## config.mk

```make
export PLATFORM = sky130hd
export DESIGN_NAME = aud_core
export DESIGN_NICKNAME = d
export VERILOG_FILES = /design/src/aud_pkg.sv /design/src/aud_core.sv /design/src/aud_rate_timer.sv
export SDC_FILE = /design/constraint.sdc
export NUM_CORES = 1
export LEC_CHECK = 0
export BUFFER_PORTS_ARGS = -buffer_cell sky130_fd_sc_hd__clkbuf_2
export CAP_MARGIN = 5
export CORE_MARGIN = 4
export CORE_UTILIZATION = 56
export DETAILED_ROUTE_END_ITERATION = 12
export PLACE_DENSITY = 0.81
export RECOVER_POWER = 50
export SETUP_SLACK_MARGIN = 0.5
export SLEW_MARGIN = 25
export SYNTH_ARGS = -nofsm -noshare
export SYNTH_HDL_FRONTEND = slang
export SYNTH_SLANG_ARGS = --single-unit
```

## constraint.sdc

```tcl
create_clock -name i_mclk -period 4.2 [get_ports i_mclk]
set_clock_uncertainty 0.15 [all_clocks]
set_input_delay 0.42 -clock i_mclk [delete_from_list [all_inputs] [get_ports i_mclk]]
set_output_delay 0.42 -clock i_mclk [all_outputs]
set_load 0.05 [all_outputs]
```

## src/aud_pkg.sv

```systemverilog
// Purpose : shared constants of the audio unit control and status core
// Assumes : 16-bit registers, each in one aligned 32-bit bus word
// Notes   : byte address of a register is four times its index
package aud_pkg;

  // ****************************************************************
  // register indices and byte addresses
  // ****************************************************************
  localparam logic [31:0] AUD_IDX_VALID   = 32'h0b00_0178;
  localparam logic [31:0] AUD_IDX_SEQ     = 32'h0b00_017a;
  localparam logic [31:0] AUD_IDX_INT     = 32'h0b00_017c;
  localparam logic [31:0] AUD_IDX_MASK    = 32'h0b00_0180;
  localparam logic [31:0] AUD_IDX_SPK_DIV = 32'h0b00_0182;
  localparam logic [31:0] AUD_IDX_MIC_DIV = 32'h0b00_0184;
  localparam logic [31:0] AUD_IDX_SPK_OUT = 32'h0b00_0186;
  localparam logic [31:0] AUD_IDX_SPK_BUF = 32'h0b00_0188;
  localparam logic [31:0] AUD_IDX_MIC_IN  = 32'h0b00_018a;
  localparam logic [31:0] AUD_IDX_MIC_BUF = 32'h0b00_018c;

  localparam logic [31:0] AUD_A_VALID   = {AUD_IDX_VALID[29:0], 2'h0};
  localparam logic [31:0] AUD_A_SEQ     = {AUD_IDX_SEQ[29:0], 2'h0};
  localparam logic [31:0] AUD_A_INT     = {AUD_IDX_INT[29:0], 2'h0};
  localparam logic [31:0] AUD_A_MASK    = {AUD_IDX_MASK[29:0], 2'h0};
  localparam logic [31:0] AUD_A_SPK_DIV = {AUD_IDX_SPK_DIV[29:0], 2'h0};
  localparam logic [31:0] AUD_A_MIC_DIV = {AUD_IDX_MIC_DIV[29:0], 2'h0};
  localparam logic [31:0] AUD_A_SPK_OUT = {AUD_IDX_SPK_OUT[29:0], 2'h0};
  localparam logic [31:0] AUD_A_SPK_BUF = {AUD_IDX_SPK_BUF[29:0], 2'h0};
  localparam logic [31:0] AUD_A_MIC_IN  = {AUD_IDX_MIC_IN[29:0], 2'h0};
  localparam logic [31:0] AUD_A_MIC_BUF = {AUD_IDX_MIC_BUF[29:0], 2'h0};

  // ****************************************************************
  // field positions
  // ****************************************************************
  localparam int AUD_B_SPK_OUT_V = 3;
  localparam int AUD_B_SPK_BUF_V = 2;
  localparam int AUD_B_MIC_IN_V  = 1;
  localparam int AUD_B_MIC_BUF_V = 0;
  localparam int AUD_B_SOFT_RST  = 15;
  localparam int AUD_B_MIC_EN    = 4;
  localparam int AUD_B_SPK_EN    = 0;
  localparam int AUD_B_LOSS      = 9;
  localparam int AUD_B_RX_DONE   = 8;
  localparam int AUD_B_MUTE      = 1;

  // ****************************************************************
  // widths, reset values, bus answers
  // ****************************************************************
  localparam int          AUD_SAMPLE_W   = 10;
  localparam logic [15:0] AUD_DIV_RST    = 16'h08dc;
  localparam logic [9:0]  AUD_MIC_IN_IDL = 10'h200;
  localparam logic [9:0]  AUD_SAMPLE_RST = 10'h000;
  localparam logic        AUD_MASK_RST   = 1'h1;
  localparam logic [1:0]  AUD_RESP_OKAY  = 2'h0;
  localparam logic [1:0]  AUD_RESP_SLV   = 2'h2;
  localparam logic [15:0] AUD_ONE16      = 16'h0001;

endpackage : aud_pkg

```

## src/aud_core.sv

```systemverilog
// Purpose : audio unit control and status core behind an AXI4-Lite slave
// Assumes : DMA and converter handshakes run on i_mclk; one write and one read at a time
// Notes   : unmapped addresses answer SLVERR; all registers are 16 bits in the low half
// Summary of operation
// - bits 3 and 2 show speaker output and speaker buffer holding valid data
// - bits 1 and 0 show microphone input and microphone buffer holding valid data
// - software writes into data registers never set the matching valid flag
// - valid-flag register writes accepted only while speaker or microphone enabled
// - disabled speaker or microphone holds its two valid flags at zero
// - sequence bit 15 holds the datapath and interrupt flags in reset while one
// - sequence bit 4 enables microphone block and its DMA
// - sequence bit 0 enables speaker block and its DMA
// - new A/D sample while input valid and buffer full sets loss flag, overwrites input
// - loading the microphone buffer sets the receive-complete flag
// - D/A hand-off without valid output sets mute, once output was valid
// - interrupt flags are sticky, cleared by writing one
// - reserved bits of valid, sequence and interrupt registers read zero
// - empty output takes the speaker buffer, then DMA refills the buffer
// - input sample moves to microphone buffer, then DMA request writes it out
// - conversion interval is the 16-bit divisor in clock cycles
//
// Added by the designer: the AXI4-Lite interface to the registers.
module aud_core
  import aud_pkg::*;
(
  // clock and reset
  input  wire logic                    i_mclk,
  input  wire logic                    i_rst_n,
  // axi4-lite write
  input  wire logic [31:0]             i_awaddr,
  input  wire logic                    i_awvalid,
  output logic                         o_awready,
  input  wire logic [31:0]             i_wdata,
  input  wire logic [3:0]              i_wstrb,
  input  wire logic                    i_wvalid,
  output logic                         o_wready,
  output logic [1:0]                   o_bresp,
  output logic                         o_bvalid,
  input  wire logic                    i_bready,
  // axi4-lite read
  input  wire logic [31:0]             i_araddr,
  input  wire logic                    i_arvalid,
  output logic                         o_arready,
  output logic [31:0]                  o_rdata,
  output logic [1:0]                   o_rresp,
  output logic                         o_rvalid,
  input  wire logic                    i_rready,
  // speaker dma and d/a
  output logic                         o_spk_dma_req,
  input  wire logic                    i_spk_dma_ack,
  input  wire logic [AUD_SAMPLE_W-1:0] i_spk_dma_data,
  output logic                         o_dac_stb,
  output logic [AUD_SAMPLE_W-1:0]      o_dac_data,
  // microphone a/d and dma
  output logic                         o_adc_req,
  input  wire logic                    i_adc_ack,
  input  wire logic [AUD_SAMPLE_W-1:0] i_adc_data,
  output logic                         o_mic_dma_req,
  input  wire logic                    i_mic_dma_ack,
  output logic [AUD_SAMPLE_W-1:0]      o_mic_dma_data,
  // interrupt
  output logic                         o_irq
);

  typedef struct packed {
    logic        soft_rst;
    logic        mic_en;
    logic        spk_en;
    logic        spk_out_v;
    logic        spk_buf_v;
    logic        mic_in_v;
    logic        mic_buf_v;
    logic        f_loss;
    logic        f_rx;
    logic        f_mute;
    logic        m_loss;
    logic        m_rx;
    logic        m_mute;
    logic [15:0] spk_div;
    logic [15:0] mic_div;
    logic [9:0]  spk_out;
    logic [9:0]  spk_buf;
    logic [9:0]  mic_in;
    logic [9:0]  mic_buf;
    logic [9:0]  dac_data;
    logic        dac_stb;
    logic        mute_arm;
    logic        aw_got;
    logic [31:0] awaddr;
    logic        w_got;
    logic [31:0] wdata;
    logic [3:0]  wstrb;
    logic        bvalid;
    logic [1:0]  bresp;
    logic        rvalid;
    logic [31:0] rdata;
    logic [1:0]  rresp;
  } aud_state_t;

  aud_state_t  st_r;
  aud_state_t  st_nxt;
  logic        spk_tick;
  logic        mic_tick;
  logic        wr_do;
  logic        wr_valid;
  logic [15:0] wv;
  logic [15:0] rd16;
  logic        rd_hit;

  // byte lanes 0 and 1 carry the 16-bit register, upper lanes are ignored
  function automatic logic [15:0] aud_merge(input logic [15:0] o,
                                            input logic [31:0] d,
                                            input logic [3:0]  s);
    logic [15:0] r;
    r       = o;
    if (s[0])
      r[7:0]  = d[7:0];
    if (s[1])
      r[15:8] = d[15:8];
    return r;
  endfunction : aud_merge

  // ****************************************************************
  // conversion timers
  // ****************************************************************
  // microphone interval
  aud_rate_timer u_mic_tmr
  (
    .i_mclk    (i_mclk),
    .i_rst_n   (i_rst_n),
    .i_run     (st_r.mic_en && !st_r.soft_rst),
    .i_divisor (st_r.mic_div),
    .o_tick    (mic_tick)
  );

  aud_rate_timer u_spk_tmr
  (
    .i_mclk    (i_mclk),
    .i_rst_n   (i_rst_n),
    .i_run     (st_r.spk_en && !st_r.soft_rst),
    .i_divisor (st_r.spk_div),
    .o_tick    (spk_tick)
  );

  // ****************************************************************
  // register read view
  // ****************************************************************
  always_comb
  begin
    rd16   = 16'h0000;
    rd_hit = 1'b1;
    unique case (i_araddr)
      AUD_A_VALID:
      begin
        rd16[AUD_B_SPK_OUT_V] = st_r.spk_out_v;
        rd16[AUD_B_SPK_BUF_V] = st_r.spk_buf_v;
        rd16[AUD_B_MIC_IN_V]  = st_r.mic_in_v;
        rd16[AUD_B_MIC_BUF_V] = st_r.mic_buf_v;
      end
      AUD_A_SEQ:
      begin
        rd16[AUD_B_SOFT_RST] = st_r.soft_rst;
        rd16[AUD_B_MIC_EN]   = st_r.mic_en;
        rd16[AUD_B_SPK_EN]   = st_r.spk_en;
      end
      AUD_A_INT:
      begin
        rd16[AUD_B_LOSS]    = st_r.f_loss;
        rd16[AUD_B_RX_DONE] = st_r.f_rx;
        rd16[AUD_B_MUTE]    = st_r.f_mute;
      end
      AUD_A_MASK:
      begin
        rd16[AUD_B_LOSS]    = st_r.m_loss;
        rd16[AUD_B_RX_DONE] = st_r.m_rx;
        rd16[AUD_B_MUTE]    = st_r.m_mute;
      end
      AUD_A_SPK_DIV: rd16 = st_r.spk_div;
      AUD_A_MIC_DIV: rd16 = st_r.mic_div;
      AUD_A_SPK_OUT: rd16[9:0] = st_r.spk_out;
      AUD_A_SPK_BUF: rd16[9:0] = st_r.spk_buf;
      AUD_A_MIC_IN:  rd16[9:0] = st_r.mic_in;
      AUD_A_MIC_BUF: rd16[9:0] = st_r.mic_buf;
      default:       rd_hit = 1'b0;
    endcase
  end

  assign wr_do    = st_r.aw_got && st_r.w_got && !st_r.bvalid;
  assign wr_valid = wr_do && st_r.awaddr == AUD_A_VALID;
  assign wv       = aud_merge(16'h0000, st_r.wdata, st_r.wstrb);

  // ****************************************************************
  // next state
  // ****************************************************************
  always_comb
  begin
    st_nxt         = st_r;
    st_nxt.dac_stb = 1'b0;

    // bus handshakes: address and data taken in either order
    if (i_awvalid && o_awready)
    begin
      st_nxt.aw_got = 1'b1;
      st_nxt.awaddr = i_awaddr;
    end
    if (i_wvalid && o_wready)
    begin
      st_nxt.w_got = 1'b1;
      st_nxt.wdata = i_wdata;
      st_nxt.wstrb = i_wstrb;
    end
    if (st_r.bvalid && i_bready)
      st_nxt.bvalid = 1'b0;
    if (st_r.rvalid && i_rready)
      st_nxt.rvalid = 1'b0;
    if (i_arvalid && o_arready)
    begin
      st_nxt.rvalid = 1'b1;
      st_nxt.rdata  = {16'h0000, rd16};
      st_nxt.rresp  = rd_hit ? AUD_RESP_OKAY : AUD_RESP_SLV;
    end

    // register writes
    if (wr_do)
    begin
      st_nxt.aw_got = 1'b0;
      st_nxt.w_got  = 1'b0;
      st_nxt.bvalid = 1'b1;
      st_nxt.bresp  = AUD_RESP_OKAY;
      unique case (st_r.awaddr)
        AUD_A_VALID:
        begin
          if (st_r.spk_en || st_r.mic_en)
          begin
            st_nxt.spk_out_v = wv[AUD_B_SPK_OUT_V];
            st_nxt.spk_buf_v = wv[AUD_B_SPK_BUF_V];
            st_nxt.mic_in_v  = wv[AUD_B_MIC_IN_V];
            st_nxt.mic_buf_v = wv[AUD_B_MIC_BUF_V];
          end
        end
        AUD_A_SEQ:
        begin
          if (st_r.wstrb[1])
            st_nxt.soft_rst = wv[AUD_B_SOFT_RST];
          if (st_r.wstrb[0])
          begin
            st_nxt.mic_en = wv[AUD_B_MIC_EN];
            st_nxt.spk_en = wv[AUD_B_SPK_EN];
          end
        end
        AUD_A_INT:
        begin
          st_nxt.f_loss = st_r.f_loss && !wv[AUD_B_LOSS];
          st_nxt.f_rx   = st_r.f_rx && !wv[AUD_B_RX_DONE];
          st_nxt.f_mute = st_r.f_mute && !wv[AUD_B_MUTE];
        end
        AUD_A_MASK:
        begin
          if (st_r.wstrb[1])
          begin
            st_nxt.m_loss = wv[AUD_B_LOSS];
            st_nxt.m_rx   = wv[AUD_B_RX_DONE];
          end
          if (st_r.wstrb[0])
            st_nxt.m_mute = wv[AUD_B_MUTE];
        end
        AUD_A_SPK_DIV: st_nxt.spk_div = aud_merge(st_r.spk_div, st_r.wdata, st_r.wstrb);
        AUD_A_MIC_DIV: st_nxt.mic_div = aud_merge(st_r.mic_div, st_r.wdata, st_r.wstrb);
        AUD_A_SPK_OUT: st_nxt.spk_out = wv[9:0];
        AUD_A_SPK_BUF: st_nxt.spk_buf = wv[9:0];
        AUD_A_MIC_IN:  st_nxt.mic_in  = wv[9:0];
        AUD_A_MIC_BUF: st_nxt.mic_buf = wv[9:0];
        default:       st_nxt.bresp   = AUD_RESP_SLV;
      endcase
    end

    // speaker path; hardware events land after software so a set beats a clear
    if (st_r.spk_en && !st_r.soft_rst)
    begin
      if (spk_tick)
      begin
        if (st_r.spk_out_v)
        begin
          st_nxt.dac_data  = st_r.spk_out;
          st_nxt.dac_stb   = 1'b1;
          st_nxt.spk_out_v = 1'b0;
        end
        else if (st_r.mute_arm)
          st_nxt.f_mute = 1'b1;
      end
      if (!st_r.spk_out_v && st_r.spk_buf_v)
      begin
        st_nxt.spk_out   = st_r.spk_buf;
        st_nxt.spk_out_v = 1'b1;
        st_nxt.spk_buf_v = 1'b0;
      end
      else if (i_spk_dma_ack && !st_r.spk_buf_v)
      begin
        st_nxt.spk_buf   = i_spk_dma_data;
        st_nxt.spk_buf_v = 1'b1;
      end
      if (st_r.spk_out_v)
        st_nxt.mute_arm = 1'b1;
    end

    // microphone path
    if (st_r.mic_en && !st_r.soft_rst)
    begin
      if (i_mic_dma_ack && st_r.mic_buf_v)
        st_nxt.mic_buf_v = 1'b0;
      if (st_r.mic_in_v && !st_r.mic_buf_v)
      begin
        st_nxt.mic_buf   = st_r.mic_in;
        st_nxt.mic_buf_v = 1'b1;
        st_nxt.mic_in_v  = 1'b0;
        st_nxt.f_rx      = 1'b1;
      end
      if (i_adc_ack)
      begin
        if (st_nxt.mic_in_v)
          st_nxt.f_loss = 1'b1;
        st_nxt.mic_in   = i_adc_data;
        st_nxt.mic_in_v = 1'b1;
      end
    end

    if (!st_nxt.spk_en)
    begin
      st_nxt.spk_out_v = 1'b0;
      st_nxt.spk_buf_v = 1'b0;
      st_nxt.mute_arm  = 1'b0;
    end
    if (!st_nxt.mic_en)
    begin
      st_nxt.mic_in_v  = 1'b0;
      st_nxt.mic_buf_v = 1'b0;
      st_nxt.mic_in    = AUD_MIC_IN_IDL;
    end

    // soft reset clears datapath, keeps bus and sequence bits
    if (st_nxt.soft_rst)
    begin
      st_nxt.spk_out_v = 1'b0;
      st_nxt.spk_buf_v = 1'b0;
      st_nxt.mic_in_v  = 1'b0;
      st_nxt.mic_buf_v = 1'b0;
      st_nxt.f_loss    = 1'b0;
      st_nxt.f_rx      = 1'b0;
      st_nxt.f_mute    = 1'b0;
      st_nxt.mute_arm  = 1'b0;
      st_nxt.dac_stb   = 1'b0;
      st_nxt.spk_out   = AUD_SAMPLE_RST;
      st_nxt.spk_buf   = AUD_SAMPLE_RST;
      st_nxt.mic_buf   = AUD_SAMPLE_RST;
    end
  end

  always_ff @(posedge i_mclk)
  begin
    if (!i_rst_n)
    begin
      st_r         <= '0;
      st_r.m_loss  <= AUD_MASK_RST;
      st_r.m_rx    <= AUD_MASK_RST;
      st_r.m_mute  <= AUD_MASK_RST;
      st_r.spk_div <= AUD_DIV_RST;
      st_r.mic_div <= AUD_DIV_RST;
      st_r.mic_in  <= AUD_MIC_IN_IDL;
    end
    else
    begin
      st_r <= st_nxt;
    end
  end

  // ****************************************************************
  // outputs
  // ****************************************************************
  assign o_awready      = !st_r.aw_got && !st_r.bvalid;
  assign o_wready       = !st_r.w_got && !st_r.bvalid;
  assign o_bvalid       = st_r.bvalid;
  assign o_bresp        = st_r.bresp;
  assign o_arready      = !st_r.rvalid;
  assign o_rvalid       = st_r.rvalid;
  assign o_rdata        = st_r.rdata;
  assign o_rresp        = st_r.rresp;
  assign o_spk_dma_req  = st_r.spk_en && !st_r.soft_rst && !st_r.spk_buf_v;
  assign o_dac_stb      = st_r.dac_stb;
  assign o_dac_data     = st_r.dac_data;
  assign o_adc_req      = mic_tick;
  assign o_mic_dma_req  = st_r.mic_en && !st_r.soft_rst && st_r.mic_buf_v;
  assign o_mic_dma_data = st_r.mic_buf;
  assign o_irq = (st_r.f_loss && st_r.m_loss) || (st_r.f_rx && st_r.m_rx) ||
                 (st_r.f_mute && st_r.m_mute);
endmodule : aud_core

```

## src/aud_rate_timer.sv

```systemverilog
// Purpose : conversion interval timer, one tick per programmed divisor
// Assumes : divisor counted in clock cycles; zero is taken as one
// Notes   : counter restarts whenever i_run drops
module aud_rate_timer
  import aud_pkg::*;
(
  // clock and reset
  input  wire logic        i_mclk,
  input  wire logic        i_rst_n,
  // control
  input  wire logic        i_run,
  input  wire logic [15:0] i_divisor,
  // event
  output logic             o_tick
);

  typedef struct packed {
    logic [15:0] cnt;
    logic        tick;
  } aud_tmr_t;

  aud_tmr_t st_r;
  aud_tmr_t st_nxt;

  // ****************************************************************
  // interval count
  // ****************************************************************
  always_comb
  begin
    st_nxt      = st_r;
    st_nxt.tick = 1'b0;
    if (!i_run)
    begin
      st_nxt.cnt = 16'h0000;
    end
    else if (st_r.cnt + AUD_ONE16 >= i_divisor)
    begin
      st_nxt.cnt  = 16'h0000;
      st_nxt.tick = 1'b1;
    end
    else
    begin
      st_nxt.cnt = st_r.cnt + AUD_ONE16;
    end
  end

  always_ff @(posedge i_mclk)
  begin
    if (!i_rst_n)
      st_r <= '0;
    else
      st_r <= st_nxt;
  end

  assign o_tick = st_r.tick;
endmodule : aud_rate_timer

```

# ---- Word-level counts from Yosys, hierarchy flattened
# Cells that the tools add are included.
dict set report totals {
  register_bits 205
  wordCells 192
}
dict set report op_classes {
  n_addsub 2
  magnitude_cmp 2
  eq_ne 20
  muxes 65
  bitwise 6
  n_reduce_logical 59
}
# op count
set ops {}
lappend ops {{$eq 32x30->1 const B} 20}
lappend ops {{$mux 10} 9}
lappend ops {{$mux 85} 1}
lappend ops {{$mux 8} 6}
lappend ops {{$mux 20} 2}
lappend ops {{$mux 35} 1}
lappend ops {{$add 16x1->16 const B} 2}
lappend ops {{$ge 16x16->1} 2}
lappend ops {{$mux 16} 2}
lappend ops {{$logic_and 1x1->1} 23}
lappend ops {{$mux 1} 22}
lappend ops {{$reduce_and 3->1} 7}
lappend ops {{$reduce_or 10->1} 2}
lappend ops {{$pmux 3 s6} 1}
lappend ops {{$pmux 2 s8} 1}
lappend ops {{$mux 2} 7}
lappend ops {{$pmux 2 s7} 1}
lappend ops {{$mux 3} 4}
lappend ops {{$mux 4} 3}
lappend ops {{$reduce_or 3->1} 4}
lappend ops {{$logic_not 1->1} 11}
lappend ops {{$pmux 5 s2} 1}
lappend ops {{$pmux 1 s9} 1}
lappend ops {{$pmux 1 s8} 1}
lappend ops {{other kinds (8)} 20}

# ---- Logic depth before layout (Yosys ltp)
dict set report logic_depth {
  ltp_word 11
  mapped_depth 13
  depth_no_buf 12
}

# ---- Hierarchy
# Synthesis repeated with hierarchy kept, for this count alone.
dict set report unflattened {
  cells_unflattened 1238
  hier_area_um2 10487.6
}
# mod instances cells_per_inst area_per_inst_um2 seq_area_each_um2
set by_module_without_submodules {}
lappend by_module_without_submodules {aud_core 1 964 8090.3 3383.2}
lappend by_module_without_submodules {{aud_rate_timer (u_mic_tmr)} 1 146 1241.2 340.3}
lappend by_module_without_submodules {{aud_rate_timer (u_spk_tmr)} 1 128 1156.1 340.3}

# ---- Worst setup path after synthesis
# Ideal clock, no wire load.
dict set report synth_timing {
  kind {flip-flop to flip-flop}
  from {register u_spk_tmr.st_r[1] (netlist name)}
  to {register u_spk_tmr.st_r[12] (netlist name)}
  arrival_time_ns 2.817
  path_slack_ns 1.167
  stages_incl_launch_ff 14
  n_path_buf 1
  period_less_slack_ns 3.033
  cell_sequence {dfxtp_1 > ha_1 > nand3_1 > nor2_1 > and3_1 > nand3_1 > xnor2_1 > ha_1 > a21o_1 > a211oi_1 > o31ai_1 > a2111o_1 > clkbuf_1 > nor2b_1}
}
dict set report synth_between {
  elab_chain_cells 3
}
# item line_no
set synth_rtl {}
lappend synth_rtl {{from (decl)} aud_rate_timer.sv:22} ;# aud_tmr_t st_r;
lappend synth_rtl {{from (signal assigned)} aud_rate_timer.sv:52} ;# st_r <= st_nxt;
lappend synth_rtl {{$add 16x1->16 (*)} {aud_rate_timer.sv:36, aud_rate_timer.sv:43}}
lappend synth_rtl {{$ge 16x16->1} aud_rate_timer.sv:36} ;# else if (st_r.cnt + AUD_ONE16 >= i_divisor)
lappend synth_rtl {{$reduce_or 3->1 (no source line)} -}
# Every way passes the cells marked *; elsewhere a longest branch is shown, timed or not.
# A chain may end at the register's enable or synchronous reset.

# ---- Final worst setup path
dict set report layout_timing {
  from {input i_rst_n}
  to {register st_r[87] (netlist name)}
}
# item line_no
set layout_rtl {}
lappend layout_rtl {{from (decl)} aud_core.sv:28} ;# input wire logic i_rst_n,
lappend layout_rtl {{to (signal assigned)} aud_core.sv:372} ;# st_r <= st_nxt;
lappend layout_rtl {{to (decl)} aud_core.sv:100} ;# aud_state_t st_r;
# No word-level cell between the ends.

==> results.json <==
{
  "arrival_ns": 3.57,
  "areaGrowthSynthToFinish_pct": 16.2,
  "cts_repair_resize_count": 0,
  "tns_ns": 0,
  "cp.required_ns": 4.31,
  "die_x_um": 143,
  "portBuffers": 159,
  "synthesis.area_mm2": 0.0102,
  "fmax_mhz": 289,
  "routabilityCongestion": 0.992,
  "cts_setup_buffers": 0,
  "reg2reg_to": "u_mic_tmr.st_r[13]",
  "p_int_mw": 3.27,
  "grtUsageTotal_pct": 28.5,
  "routed_wl_mm": 29.8,
  "ir_drop_mv": 0.316,
  "critPathBufInv": 3,
  "timing.rr.start": "u_mic_tmr.st_r[3]",
  "cts.htree.levels": 1,
  "ys_warn_count": 0,
  "period_needed_ns": 3.46,
  "drtIter0Drc": 1014,
  "startpoint_type": "primary input",
  "final_cell_mix": "nand2_1 (203), dfxtp_1 (203), clkbuf_2 (110)",
  "pwr-share-clk_pct": 44.6,
  "cts_num_sinks": 203,
  "maxSlewHeadroom_pct": -75.0,
  "drive_above_1_share_pct": 12.3,
  "crit_chain": "clkbuf_1, inv_1, clkbuf_1, a21oi_1",
  "reg2reg_depth": 12,
  "drc": 0,
  "cp-end-kind": "flip-flop",
  "vias": 9519,
  "cp-startpoint": "i_rst_n",
  "start_util_pct": 56.8,
  "rrSetupSlack_ns": 0.82,
  "cp_slowest_stage_delay_ns": 1.92,
  "viasPerCell": 5.80,
  "cp_common_cell": "clkbuf_1",
  "antenna_found_initial": 1,
  "grt_pass1_wl_mm": 46.9,
  "hp-start": "i_wdata[2]",
  "seq_area_frac_synth_pct": 39.8,
  "rows": 49,
  "cap_violations": 3,
  "worstSetupPathType": "in -> reg",
  "min_path_cells": 3,
  "crit_fanout": 62,
  "status": "complete, but fails checks",
  "clk_pin_slew_ns": 0.06,
  "setup_viol": 0,
  "p_leak_nw": 4.78,
  "hp-class": "in -> reg",
  "synth_enable_flop_cells": 0,
  "syn_area_per_cell_um2": 8.05,
  "worst_pin_slew_ns": 2.62,
  "hold_viol": 0,
  "p_sw_mw": 1.11,
  "syn_inst": 1268,
  "clk_latency_ns": 0.51,
  "fin_crit_sh_pct": 82.4,
  "violations": "max-capacitance violations, max-slew violations",
  "p_comb_share_pct": 9.1,
  "tritoncts.num_buffers": 22,
  "drv_slew": 134,
  "power_density_mw_per_mm2": 369,
  "cts_hold_buffers": 47,
  "die-area_mm2": 0.0205,
  "ios": 196,
  "grt_max_degree": 63,
  "dp_hpwl_mm": 21.4,
  "nets": 1561,
  "synthArstFlopShare_pct": 0,
  "cts.path.max_buffers": 3,
  "routedWlPerCell_um": 18.2,
  "min_to": "st_r[44]",
  "core_area_mm2": 0.0180,
  "synth_top_area_share_pct": 39.8,
  "root_buffer": "clkbuf_16",
  "path_delay_family": "buffers and inverters",
  "diodes": 0,
  "drtPass1Iterations": 7,
  "ys.flop_type": "dfxtp_1",
  "yosys-top-cells-area": "dfxtp_1 (40%), nand2_1 (7.5%), a21oi_1 (5.3%), ha_1 (4.2%), buf_4 (4.1%)",
  "synth_top_cell_by_area": "dfxtp_1",
  "cp_slowest_cell": "clkbuf_1",
  "grt_pass1_vias": 9145,
  "rsz0062_at_grt": "false",
  "total_power_mw": 4.38,
  "cts_tree": "built",
  "final_antenna_net_count": 0,
  "die_h_um": 143,
  "sequentialPowerShare_pct": 46.2,
  "ys_ff_latch": 203,
  "grt_remaining_overflow": 0,
  "synth_cell_types": 68,
  "p_sw_share_pct": 25.4
}
[registers in the layout, summed over array words and instances, names as in the netlist]
signal,cells
o_mic_dma_data,10
u_spk_tmr.st_r,16
u_spk_tmr.o_tick,1
o_rvalid,1
st_r,128
o_bresp,1
o_dac_stb,1
u_mic_tmr.st_r,16
o_rdata,16
o_bvalid,1
o_dac_data,10
o_rresp,1
u_mic_tmr.o_tick,1
[metal layers]
metal | wire length (µm) | up-vias | track usage [%]
li1 | - | 4616 | -
met1 | 12100 | 4376 | 36.5
met2 | 13800 | 436 | 47.4
met3 | 2870 | 89 | 6.43
met4 | 1070 | 2 | 10.2
met5 | 13 | - | 0
[tightest hold or removal path: cells and delay by family]
kind	cells	cell delay, ns
buf+inv	1	0.08
simple gates	1	0.07
compound gates	1	0.06
[area by class of cell]
class                           count  area, µm²
Tap cell                          229        287
Multi-Input combinational cell    906       5330
Timing Repair Buffer              215       1270
Sequential cell                   203       4060
Inverter                           49        184
Clock buffer                       29        617
Clock inverter                     10        119
Fill cell                        1513       6090
[Yosys cell counts (10+ instances only)]
cell,number
nand3_1,62
nand2b_1,10
nor4_1,14
a31oi_1,14
dfxtp_1,203
and3_1,13
inv_1,48
a211oi_1,36
and2_1,15
xnor2_1,18
nor2b_1,34
o21ai_0,47
clkbuf_1,64
nand2_1,203
nand4_1,10
mux2i_1,30
ha_1,34
buf_4,56
nor2_1,104
o31ai_1,22
xor2_1,10
nor3_1,19
a21oi_1,109
[how the worst max path moves through the flow]
stage	depth (start not counted)	slack [ns]	to
floorplan	13	1.17	u_spk_tmr.st_r[12]
global placement	12	0.98	u_spk_tmr.st_r[16]
detailed placement	12	0.84	u_mic_tmr.st_r[13]
CTS	12	0.83	u_mic_tmr.st_r[13]
global route	4	0.43	st_r[87]
finish	4	0.74	st_r[87]
[cell families after synthesis]
group / share of synthesized area, %
XOR/XNOR: 2.40
buffers and inverters: 8.63
adder cells (fa/ha/maj): 4.17
multiplexers: 4.26
AO/OA/AOI/OAI: 16.2
AND/OR/NAND/NOR: 24.5
flip-flops: 39.8
other: 0.0367
[power by group through the flow]
stage                     Clock, mW  Combinational, mW  Sequential [mW]
after detailed placement          0              0.357             2.07
after global routing           2.05              0.435             2.03
final                          1.95              0.400             2.02
after global placement            0              0.353             2.06
after CTS                      1.98              0.393             2.02
after floorplan                   0              0.279             2.05
[stage by stage]
step | instance area, µm² | hold slack (ns) | instances | util, % | worst slack, ns
2_1_floorplan | 10300 | 0.279 | 1285 | - | 1.17
3_3_place_gp | 10700 | 0.289 | 1555 | 59.8 | 0.977
3_5_place_dp | 10700 | 0.296 | 1555 | 59.8 | 0.838
4_1_cts | 11900 | 0.00404 | 1641 | 66.5 | 0.827
5_1_grt | 11900 | 0.0231 | 1641 | 66.1 | 0.433
6_report | 11900 | 0.0138 | 1641 | 66.1 | 0.739
(Power assumes the default switching activity.)
